===== config.mk =====
export PLATFORM = sky130hd
export DESIGN_NAME = acub_aux_ctrl
export DESIGN_NICKNAME = d
export VERILOG_FILES = /design/src/acub_pkg.sv /design/src/acub_aux_ctrl.sv
export SDC_FILE = /design/constraint.sdc
export NUM_CORES = 1
export LEC_CHECK = 0
export ABC_CLOCK_PERIOD_IN_PS = 3000
export BUFFER_PORTS_ARGS = -buffer_cell sky130_fd_sc_hd__buf_2
export CORE_MARGIN = 2
export CORE_UTILIZATION = 40
export DETAILED_ROUTE_END_ITERATION = 16
export GPL_TIMING_DRIVEN = 1
export PLACE_DENSITY = 0.77
export SLEW_MARGIN = 20
export SYNTH_ARGS = -nofsm -noshare
export SYNTH_HDL_FRONTEND = slang
export SYNTH_SLANG_ARGS = --single-unit
export TNS_END_PERCENT = 30

===== constraint.sdc =====
create_clock -name clk -period 3 [get_ports clk]
set_input_delay 0.15 -clock clk [delete_from_list [all_inputs] [get_ports clk]]
set_output_delay 0.15 -clock clk [all_outputs]
set_load 0.05 [all_outputs]

===== src/acub_pkg.sv =====
// Package with field positions, reset values and carriers for the auxiliary control upper bits.
package acub_pkg;

  // ---------------------------------------------------------------------------
  // Coprocessor selector of the register
  // ---------------------------------------------------------------------------
  localparam logic [3:0] ACUB_CRN = 4'h1;
  localparam logic [3:0] ACUB_CRM = 4'h0;
  localparam logic [2:0] ACUB_OPC1 = 3'h0;
  localparam logic [2:0] ACUB_OPC2 = 3'h1;

  // ---------------------------------------------------------------------------
  // Field positions
  // ---------------------------------------------------------------------------
  localparam int ACUB_DI_C_POS = 31;
  localparam int ACUB_DI_B2_POS = 30;
  localparam int ACUB_DI_B1_POS = 29;
  localparam int ACUB_DI_A_POS = 28;
  localparam int ACUB_B1_CHK_POS = 27;
  localparam int ACUB_B0_CHK_POS = 26;
  localparam int ACUB_A_CHK_POS = 25;
  localparam int ACUB_SLV_EN_POS = 24;
  localparam int ACUB_SLV_USR_POS = 23;
  localparam int ACUB_LLI_OFF_POS = 22;
  localparam int ACUB_LOOP_OFF_POS = 21;
  localparam int ACUB_BHE_OFF_POS = 20;
  localparam int ACUB_FRC_OFF_POS = 19;
  localparam int ACUB_RSVD_POS = 18;

  // Bits of the check-enable configuration vector.
  localparam int ACUB_CFG_B1_BIT = 2;
  localparam int ACUB_CFG_B0_BIT = 1;
  localparam int ACUB_CFG_A_BIT = 0;

  // ---------------------------------------------------------------------------
  // Reset values of the fixed fields
  // ---------------------------------------------------------------------------
  localparam logic ACUB_OFF_RESET = 1'h0;

  // Fields held by the block, one flop each.
  typedef struct packed {
    logic dual_issue_case_c_off;
    logic dual_issue_case_b2_off;
    logic dual_issue_case_b1_off;
    logic dual_issue_case_a_off;
    logic bside_bank1_check_en;
    logic bside_bank0_check_en;
    logic aside_memory_check_en;
    logic slave_cache_ram_access_en;
    logic slave_cache_ram_user_access_en;
    logic low_latency_irq_multiple_off;
    logic loop_end_prediction_off;
    logic branch_history_ext_off;
    logic fetch_rate_ctrl_off;
  } acub_fields_t;

  // Coprocessor access request from the core.
  typedef struct packed {
    logic valid;
    logic write;
    logic privileged;
    logic [2:0] opc1;
    logic [3:0] crn;
    logic [3:0] crm;
    logic [2:0] opc2;
    logic [31:0] wdata;
  } acub_cp_req_t;

  // Answer to a coprocessor access.
  typedef struct packed {
    logic done;
    logic undef;
    logic [31:0] rdata;
  } acub_cp_rsp_t;

  // State of the module, apart from the two three-bit strap synchroniser registers.
  typedef struct packed {
    logic init_done;
    acub_fields_t fields;
    acub_cp_rsp_t rsp;
    logic cmo_undef;
    logic caches_off;
  } acub_state_t;

endpackage


===== src/acub_aux_ctrl.sv =====
// Upper bits of the auxiliary control register with their coprocessor access path.
`timescale 1ns/1ps
module acub_aux_ctrl
  import acub_pkg::*;
(
  input wire logic clk,
  input wire logic rst,
  input wire logic [2:0] check_enable_config_in,
  input wire acub_cp_req_t cp_req,
  input wire logic cmo_req,
  output acub_cp_rsp_t cp_rsp,
  output logic cmo_undef,
  output logic caches_off,
  output acub_fields_t ctrl
);

  // ---------------------------------------------------------------------------
  // Decode
  // ---------------------------------------------------------------------------
  function automatic logic acub_selects(input acub_cp_req_t r);
    return r.crn == ACUB_CRN && r.crm == ACUB_CRM && r.opc1 == ACUB_OPC1 && r.opc2 == ACUB_OPC2;
  endfunction

  function automatic logic [31:0] acub_pack(input acub_fields_t f);
    logic [31:0] v;
    v = '0;
    v[ACUB_DI_C_POS] = f.dual_issue_case_c_off;
    v[ACUB_DI_B2_POS] = f.dual_issue_case_b2_off;
    v[ACUB_DI_B1_POS] = f.dual_issue_case_b1_off;
    v[ACUB_DI_A_POS] = f.dual_issue_case_a_off;
    v[ACUB_B1_CHK_POS] = f.bside_bank1_check_en;
    v[ACUB_B0_CHK_POS] = f.bside_bank0_check_en;
    v[ACUB_A_CHK_POS] = f.aside_memory_check_en;
    v[ACUB_SLV_EN_POS] = f.slave_cache_ram_access_en;
    v[ACUB_SLV_USR_POS] = f.slave_cache_ram_user_access_en;
    v[ACUB_LLI_OFF_POS] = f.low_latency_irq_multiple_off;
    v[ACUB_LOOP_OFF_POS] = f.loop_end_prediction_off;
    v[ACUB_BHE_OFF_POS] = f.branch_history_ext_off;
    v[ACUB_FRC_OFF_POS] = f.fetch_rate_ctrl_off;
    v[ACUB_RSVD_POS] = 1'h0;
    return v;
  endfunction

  function automatic acub_fields_t acub_unpack(input logic [31:0] v);
    acub_fields_t f;
    f.dual_issue_case_c_off = v[ACUB_DI_C_POS];
    f.dual_issue_case_b2_off = v[ACUB_DI_B2_POS];
    f.dual_issue_case_b1_off = v[ACUB_DI_B1_POS];
    f.dual_issue_case_a_off = v[ACUB_DI_A_POS];
    f.bside_bank1_check_en = v[ACUB_B1_CHK_POS];
    f.bside_bank0_check_en = v[ACUB_B0_CHK_POS];
    f.aside_memory_check_en = v[ACUB_A_CHK_POS];
    f.slave_cache_ram_access_en = v[ACUB_SLV_EN_POS];
    f.slave_cache_ram_user_access_en = v[ACUB_SLV_USR_POS];
    f.low_latency_irq_multiple_off = v[ACUB_LLI_OFF_POS];
    f.loop_end_prediction_off = v[ACUB_LOOP_OFF_POS];
    f.branch_history_ext_off = v[ACUB_BHE_OFF_POS];
    f.fetch_rate_ctrl_off = v[ACUB_FRC_OFF_POS];
    return f;
  endfunction

  // ---------------------------------------------------------------------------
  // Configuration input synchroniser
  // ---------------------------------------------------------------------------
  // The strap comes from a pin, so it passes two flops before it is loaded.
  logic [2:0] cfg_meta_reg;
  logic [2:0] cfg_sync_reg;

  always_ff @(posedge clk) begin
    cfg_meta_reg <= check_enable_config_in;
    cfg_sync_reg <= cfg_meta_reg;
  end

  // ---------------------------------------------------------------------------
  // State
  // ---------------------------------------------------------------------------
  acub_state_t state_reg;
  acub_state_t state_next;
  logic hit;

  assign hit = cp_req.valid && acub_selects(cp_req);

  always_comb begin
    state_next = state_reg;
    state_next.rsp = '0;
    // The check enables load from the strap on the first cycle after reset, and only then.
    if (!state_reg.init_done) begin
      state_next.fields.bside_bank1_check_en = cfg_sync_reg[ACUB_CFG_B1_BIT];
      state_next.fields.bside_bank0_check_en = cfg_sync_reg[ACUB_CFG_B0_BIT];
      state_next.fields.aside_memory_check_en = cfg_sync_reg[ACUB_CFG_A_BIT];
      state_next.init_done = 1'h1;
    end else if (hit) begin
      state_next.rsp.done = 1'h1;
      if (!cp_req.privileged) begin
        state_next.rsp.undef = 1'h1;
      end else if (cp_req.write) begin
        // Bit 18 is dropped by the unpack.
        state_next.fields = acub_unpack(cp_req.wdata);
      end else begin
        state_next.rsp.rdata = acub_pack(state_reg.fields);
      end
    end
    state_next.cmo_undef = cmo_req && state_reg.fields.slave_cache_ram_access_en;
    state_next.caches_off = state_next.fields.slave_cache_ram_access_en;
  end

  always_ff @(posedge clk) begin
    if (rst) begin
      state_reg <= '0;
    end else begin
      state_reg <= state_next;
    end
  end

  assign cp_rsp = state_reg.rsp;
  assign cmo_undef = state_reg.cmo_undef;
  assign caches_off = state_reg.caches_off;
  assign ctrl = state_reg.fields;

  // ---------------------------------------------------------------------------
  // Checks
  // ---------------------------------------------------------------------------
  user_refused_a: assert property (@(posedge clk) disable iff (rst)
    (state_reg.init_done && hit && !cp_req.privileged) |=> cp_rsp.undef && cp_rsp.done
      && $stable(ctrl))
    else $error("unprivileged access not refused");

  priv_write_a: assert property (@(posedge clk) disable iff (rst)
    (state_reg.init_done && hit && cp_req.privileged && cp_req.write)
      |=> ctrl == acub_unpack($past(cp_req.wdata)))
    else $error("privileged write not stored");

  read_back_a: assert property (@(posedge clk) disable iff (rst)
    (state_reg.init_done && hit && cp_req.privileged && !cp_req.write)
      |=> cp_rsp.rdata == acub_pack($past(ctrl)) && !cp_rsp.rdata[ACUB_RSVD_POS])
    else $error("read data wrong");

  wrong_sel_a: assert property (@(posedge clk) disable iff (rst)
    (cp_req.valid && !acub_selects(cp_req)) |=> !cp_rsp.done)
    else $error("other selector answered");

  cmo_undef_a: assert property (@(posedge clk) disable iff (rst)
    (cmo_req && ctrl.slave_cache_ram_access_en) |=> cmo_undef)
    else $error("maintenance not refused");

  cmo_pass_a: assert property (@(posedge clk) disable iff (rst)
    (cmo_req && !ctrl.slave_cache_ram_access_en) |=> !cmo_undef)
    else $error("maintenance refused wrongly");

  caches_off_a: assert property (@(posedge clk) disable iff (rst)
    caches_off == ctrl.slave_cache_ram_access_en)
    else $error("caches not off under slave access");

  strap_load_a: assert property (@(posedge clk) disable iff (rst)
    !state_reg.init_done |=> {ctrl.bside_bank1_check_en, ctrl.bside_bank0_check_en,
      ctrl.aside_memory_check_en} == $past(cfg_sync_reg))
    else $error("check enables not loaded from strap");

  reset_zero_a: assert property (@(posedge clk)
    $past(rst) |-> !ctrl.slave_cache_ram_access_en && !ctrl.slave_cache_ram_user_access_en
      && !ctrl.dual_issue_case_c_off && !ctrl.fetch_rate_ctrl_off)
    else $error("field not zero after reset");

  off_bits_hold_a: assert property (@(posedge clk) disable iff (rst)
    !(hit && cp_req.write) |=> $stable({ctrl.low_latency_irq_multiple_off,
      ctrl.loop_end_prediction_off, ctrl.branch_history_ext_off, ctrl.fetch_rate_ctrl_off}))
    else $error("control bit changed without write");

  // ---------------------------------------------------------------------------
  // Field checks
  // ---------------------------------------------------------------------------
  // Each field is compared with its own bit of the written word, so a slip in
  // the unpack cannot hide behind the same function on both sides.
  logic priv_wr;
  logic priv_rd;

  assign priv_wr = state_reg.init_done && hit && cp_req.privileged && cp_req.write;
  assign priv_rd = state_reg.init_done && hit && cp_req.privileged && !cp_req.write;

  dual_issue_write_a: assert property (@(posedge clk) disable iff (rst)
    priv_wr |=> {ctrl.dual_issue_case_c_off, ctrl.dual_issue_case_b2_off,
      ctrl.dual_issue_case_b1_off, ctrl.dual_issue_case_a_off}
      == $past(cp_req.wdata[ACUB_DI_C_POS:ACUB_DI_A_POS]))
    else $error("dual issue bits not stored");

  b1_check_write_a: assert property (@(posedge clk) disable iff (rst)
    priv_wr |=> ctrl.bside_bank1_check_en == $past(cp_req.wdata[ACUB_B1_CHK_POS]))
    else $error("bank1 check enable not stored");

  b0_check_write_a: assert property (@(posedge clk) disable iff (rst)
    priv_wr |=> ctrl.bside_bank0_check_en == $past(cp_req.wdata[ACUB_B0_CHK_POS]))
    else $error("bank0 check enable not stored");

  a_check_write_a: assert property (@(posedge clk) disable iff (rst)
    priv_wr |=> ctrl.aside_memory_check_en == $past(cp_req.wdata[ACUB_A_CHK_POS]))
    else $error("A memory check enable not stored");

  slave_en_write_a: assert property (@(posedge clk) disable iff (rst)
    priv_wr |=> ctrl.slave_cache_ram_access_en == $past(cp_req.wdata[ACUB_SLV_EN_POS]))
    else $error("slave access enable not stored");

  user_en_write_a: assert property (@(posedge clk) disable iff (rst)
    priv_wr |=> ctrl.slave_cache_ram_user_access_en == $past(cp_req.wdata[ACUB_SLV_USR_POS]))
    else $error("slave user access enable not stored");

  irq_off_write_a: assert property (@(posedge clk) disable iff (rst)
    priv_wr |=> ctrl.low_latency_irq_multiple_off == $past(cp_req.wdata[ACUB_LLI_OFF_POS]))
    else $error("low latency disable not stored");

  loop_off_write_a: assert property (@(posedge clk) disable iff (rst)
    priv_wr |=> ctrl.loop_end_prediction_off == $past(cp_req.wdata[ACUB_LOOP_OFF_POS]))
    else $error("loop prediction disable not stored");

  history_off_write_a: assert property (@(posedge clk) disable iff (rst)
    priv_wr |=> ctrl.branch_history_ext_off == $past(cp_req.wdata[ACUB_BHE_OFF_POS]))
    else $error("history extension disable not stored");

  fetch_off_write_a: assert property (@(posedge clk) disable iff (rst)
    priv_wr |=> ctrl.fetch_rate_ctrl_off == $past(cp_req.wdata[ACUB_FRC_OFF_POS]))
    else $error("fetch rate disable not stored");

  // ---------------------------------------------------------------------------
  // Reset value checks
  // ---------------------------------------------------------------------------
  // After any reset cycle every fixed field shows its reset value.
  dual_issue_reset_a: assert property (@(posedge clk)
    $past(rst) |-> ctrl.dual_issue_case_b2_off == ACUB_OFF_RESET
      && ctrl.dual_issue_case_b1_off == ACUB_OFF_RESET
      && ctrl.dual_issue_case_a_off == ACUB_OFF_RESET)
    else $error("dual issue bit not zero after reset");

  irq_off_reset_a: assert property (@(posedge clk)
    $past(rst) |-> ctrl.low_latency_irq_multiple_off == ACUB_OFF_RESET)
    else $error("low latency disable not zero after reset");

  loop_off_reset_a: assert property (@(posedge clk)
    $past(rst) |-> ctrl.loop_end_prediction_off == ACUB_OFF_RESET)
    else $error("loop prediction disable not zero after reset");

  history_off_reset_a: assert property (@(posedge clk)
    $past(rst) |-> ctrl.branch_history_ext_off == ACUB_OFF_RESET)
    else $error("history extension disable not zero after reset");

  in_reset_zero_a: assert property (@(posedge clk)
    $past(rst) |-> ctrl == '0 && cp_rsp == '0 && !cmo_undef && !caches_off)
    else $error("outputs not cleared by reset");

  // ---------------------------------------------------------------------------
  // Access checks
  // ---------------------------------------------------------------------------
  // An answer comes exactly one cycle after a selected request outside the strap-load cycle, and only then.
  done_per_hit_a: assert property (@(posedge clk) disable iff (rst)
    (state_reg.init_done && hit) |=> cp_rsp.done)
    else $error("selected access not answered");

  done_needs_hit_a: assert property (@(posedge clk) disable iff (rst)
    !(state_reg.init_done && hit) |=> !cp_rsp.done)
    else $error("answer without selected access");

  rdata_quiet_a: assert property (@(posedge clk) disable iff (rst)
    !priv_rd |=> cp_rsp.rdata == 32'h0)
    else $error("read data outside privileged read");

  priv_no_undef_a: assert property (@(posedge clk) disable iff (rst)
    (state_reg.init_done && hit && cp_req.privileged) |=> !cp_rsp.undef)
    else $error("privileged access refused");

  undef_needs_done_a: assert property (@(posedge clk) disable iff (rst)
    cp_rsp.undef |-> cp_rsp.done)
    else $error("refusal without answer");

  caches_follow_a: assert property (@(posedge clk) disable iff (rst)
    priv_wr |=> caches_off == $past(cp_req.wdata[ACUB_SLV_EN_POS]))
    else $error("caches off does not follow write");

  cmo_quiet_a: assert property (@(posedge clk) disable iff (rst)
    !cmo_req |=> !cmo_undef)
    else $error("maintenance refusal without attempt");

  fields_hold_a: assert property (@(posedge clk) disable iff (rst)
    (state_reg.init_done && !priv_wr) |=> $stable(ctrl))
    else $error("fields changed without privileged write");

  init_once_a: assert property (@(posedge clk) disable iff (rst)
    state_reg.init_done |=> state_reg.init_done)
    else $error("strap load repeated");

endmodule


Yosys cells after proc, flatten, opt, wreduce, memory -nomap -nowiden
Cells that the tools add are included.
{ "classes": {"eq_ne": 5, "n_reduce_logical": 13, "muxes": 10, "bitwise_logic": 3} }
{ "ops": {"columns": ["operator", "n"], "rows": [
  ["32-bit two-way mux", 2],
  ["50-bit two-way mux", 1],
  ["47-bit two-way mux", 1],
  ["40-bit two-way mux", 1],
  ["13-bit two-way mux", 2],
  ["1-bit logical AND", 5],
  ["5-bit OR reduction", 1],
  ["4-bit by 1-bit equality test with 1-bit output, second input constant", 1],
  ["4-bit zero test", 1],
  ["4-bit two-way mux", 1],
  ["2-bit != test, second input constant", 2],
  ["4-bit AND reduction", 1],
  ["4-bit OR reduction", 1],
  ["3-bit by 1-bit equality test with 1-bit output, second input constant", 1],
  ["3-bit zero test", 1],
  ["3-bit two-way mux", 1],
  ["1-bit inverter", 3],
  ["3-bit AND reduction", 1],
  ["3-bit OR reduction", 1],
  ["2-bit by 1-bit != test with 1-bit output, second input constant", 1],
  ["2-bit OR reduction", 1],
  ["1-bit two-way mux", 1]
]} }
{ "word_totals": {"register_bits": 55, "in_bits": 55, "word_cells": 52, "output_inout_bits": 49} }

Logic depth before layout (Yosys ltp)
{ "logic_depth": {"word_depth": 8, "depth_mapped": 5, "mapped_depth_nobuf": 4} }

Worst setup path before layout
Ideal clock, no wire load.
{ "synth_path": {"path_kind": "register -> register", "startpoint": "register state_reg[49] (netlist name)", "endpoint": "register state_reg (netlist bit cp_rsp[24])", "path_stages_with_launch": 6, "path_buffers": 1, "arrival_ns": 1.303, "slack_ns": 1.636, "period_less_slack_ns": 1.364, "t_required_ns": 2.939, "setup_time_ns": 0.061, "path_cell_list": "dfxtp_1 > and4bb_1 > nand4_4 > nor4b_4 > buf_4 > and2_1"} }
{ "synth_between": {"elab_chain_len": 2} }
{ "synth_lines": {"columns": ["item", "line_no", "source"], "rows": [
  ["from (decl)", "acub_aux_ctrl.sv:77", "acub_state_t state_reg;"],
  ["from (signal assigned)", "acub_aux_ctrl.sv:111", "state_reg <= state_next;"],
  ["1-bit inverter (no line)", null, null],
  ["5-bit OR reduction (no line)", null, null]
]} }
No other way between the ends.
A chain may end at the register's enable or synchronous reset.

Final worst setup path
Same ends and word-level chain as after synthesis.

==> metrics <==
H-Tree Depth=2; Tot Pwr=944 µW; Worst slew margin=61.4%; GPL Wtd Cong=0.708; RSZ-0062 raised after global routing=no; number of global-route vias before repair=957; CTS root buffer=clkbuf_8; Max Freq=542 MHz; pwr dens=537 nW/µm²; die width=66.7 µm; routed vias=1101; Syn. warnings=0; largest net degree at the start of global routing=18; Seq/Total Area, Yosys=45.9%; Leak=0.854 nW; gr usage total=13.0%; worst hold path class=in -> reg; crit path kind=reg -> reg; initial drt markers=49; CP required=3.22 ns; total grt overflow=0; number of diodes=0; layout cells sized above 1=39.7%; buffer depth of the longest clock path=2; Die ar.=4450 µm²; Hold-fix buffers, CTS=3; # nets final=253; CTS Buf Count=5; maximum VDD drop=0.181 mV; initial antenna violation count=0; setup TNS=0 ns; most frequent cells in the layout=65 x buf_2, 36 x dfxtp_1, 19 x conb_1; synthesized area=1570 µm²; Layout Area Growth over Synthesis=11.9%; max reg flops=15; post-cts resize count=0; count of final setup violators=0; crit path from=state_reg[49]$_DFF_P_; Post-DRT Antenna Nets=0; commonest non-fill, non-tap cell in the layout=buf_2; WP buf/inv=0; Fillers=390; site row count=22; WL per Instance=11.4 µm; total clock sinks=36; critical path's slowest cell=nor4b_4; Core Region=3720 µm²; first-pass GRT wire length=4220 µm; Worst Skew=0.00491 ns; Least-Margin Pin Slew=0.576 ns; final hold vios=0; I/O Pins=104; status=complete, no violations; Worst Path Max Fanout=16; cells along the critical path=and4bb_1 -> nand4_4 -> nor4b_4 -> and2_1; critical path arrival=2.07 ns; Mapped Cells=159; Detailed Place HPWL=2040 µm; Initial Util=42.3%; TritonCTS clock tree=built; minimum clock period=1.85 ns; Via-to-Cell Ratio=4.46; IO Port Bufs=65; drt drc=0; final period utilization=61.5%; Crit path max-delay family=simple AND/OR/NAND/NOR gates; delay of the slowest critical-path stage=0.59 ns; RR Startpoint=state_reg[49]$_DFF_P_; Setup Buffers After CTS=0; Multi-input gate area=528 µm²; Yosys cell types=20; DIE HEIGHT=66.7 µm; FF+latch count, synth=36; max-slew violations=0; WL final=2820 µm; syn avg cell area=9.88 µm²; Critical Path Start Type=flip-flop; Hold Path Origin=cp_req[46]; crit path capture type=flip-flop; Reg area=721 µm²; max-cap viol count=0; clk_lat worst skew=0.28 ns; First-pass DRT Iterations=4; clock-pin slew on the worst setup and hold paths=0.06 ns
## synthesized netlist by cell type (all sizes together)
library cell,n,area [µm²]
buf,49,368
dfxtp,36,721
and2,14,87.6
a21oi,13,65.1
nand3,13,65.1
o21ai,13,65.1
clkbuf,5,18.8
mux2,3,33.8
and4bb,2,25.0
nor4,2,42.5
and3,1,6.26
and4,1,8.76
conb,1,3.75
inv,1,3.75
nand2,1,3.75
nand4,1,21.3
nor2,1,3.75
nor3,1,5.00
nor4b,1,23.8
## area by class of cell
cell class,instances,area share (%)
inverters,1,0.214
multi-input cells,86,30.0
well taps,48,3.42
repair buffers,68,20.2
clock buffers,8,5.12
flip-flops and latches,36,41.0
## metal layers
metal | global-route usage [%] | wire [µm]
met1 | 13.0 | 1040
met2 | 23.5 | 1470
met3 | 3.72 | 257
met4 | 7.65 | 41
met5 | 0 | 0
## path summary, 6_finish.rpt
| check | to | slack, ns | cells after the start |
|---|---|---|---|
| worst max register to register | cp_rsp[24]$_SDFF_PP0_ | 1.15 | 4 |
| worst min register to register | cfg_sync_reg[1]$_DFF_P_ | 0.33 | 0 |
| worst max-delay path | cp_rsp[24]$_SDFF_PP0_ | 1.15 | 4 |
| worst min-delay path | cp_rsp[32]$_SDFF_PP0_ | 0.08 | 2 |
## through the flow
stage / area (µm²) / setup WS (ns) / hold slack (ns) / utilization [%] / cells
5_1_grt: 1760 / 0.980 / 0.0841 / 47.3 / 247
6_report: 1760 / 1.15 / 0.0769 / 47.3 / 247
4_1_cts: 1760 / 1.12 / 0.0678 / 47.3 / 247
3_5_place_dp: 1640 / 1.14 / 0.254 / 44.1 / 236
3_3_place_gp: 1640 / 1.17 / 0.253 / 44.1 / 236
2_1_floorplan: 1640 / 1.64 / 0.178 / - / 177
## where the power goes
| part | switching [mW] | internal [mW] | leakage, nW | total [mW] |
|---|---|---|---|---|
| combinational | 0.0836 | 0.0280 | 0.516 | 0.112 |
| sequential | 0.00355 | 0.485 | 0.293 | 0.489 |
| clock | 0.157 | 0.187 | 0.0455 | 0.344 |
| total | 0.244 | 0.700 | 0.854 | 0.944 |
## cell families after synthesis
family,Yosys count,share of synthesized area (%)
AOI/OAI and AO/OA,26,8.28
DFF,36,45.9
muxes,3,2.15
and+or+nand+nor,38,18.6
other,1,0.239
buffers and inverters,55,24.8
## worst register-to-register path: stages, from the launching register on
cell      delay (ns)
dfxtp_1         0.43
and4bb_1        0.30
nand4_4         0.26
nor4b_4         0.59
and2_1          0.21
Power figures use the tool's default switching activity.
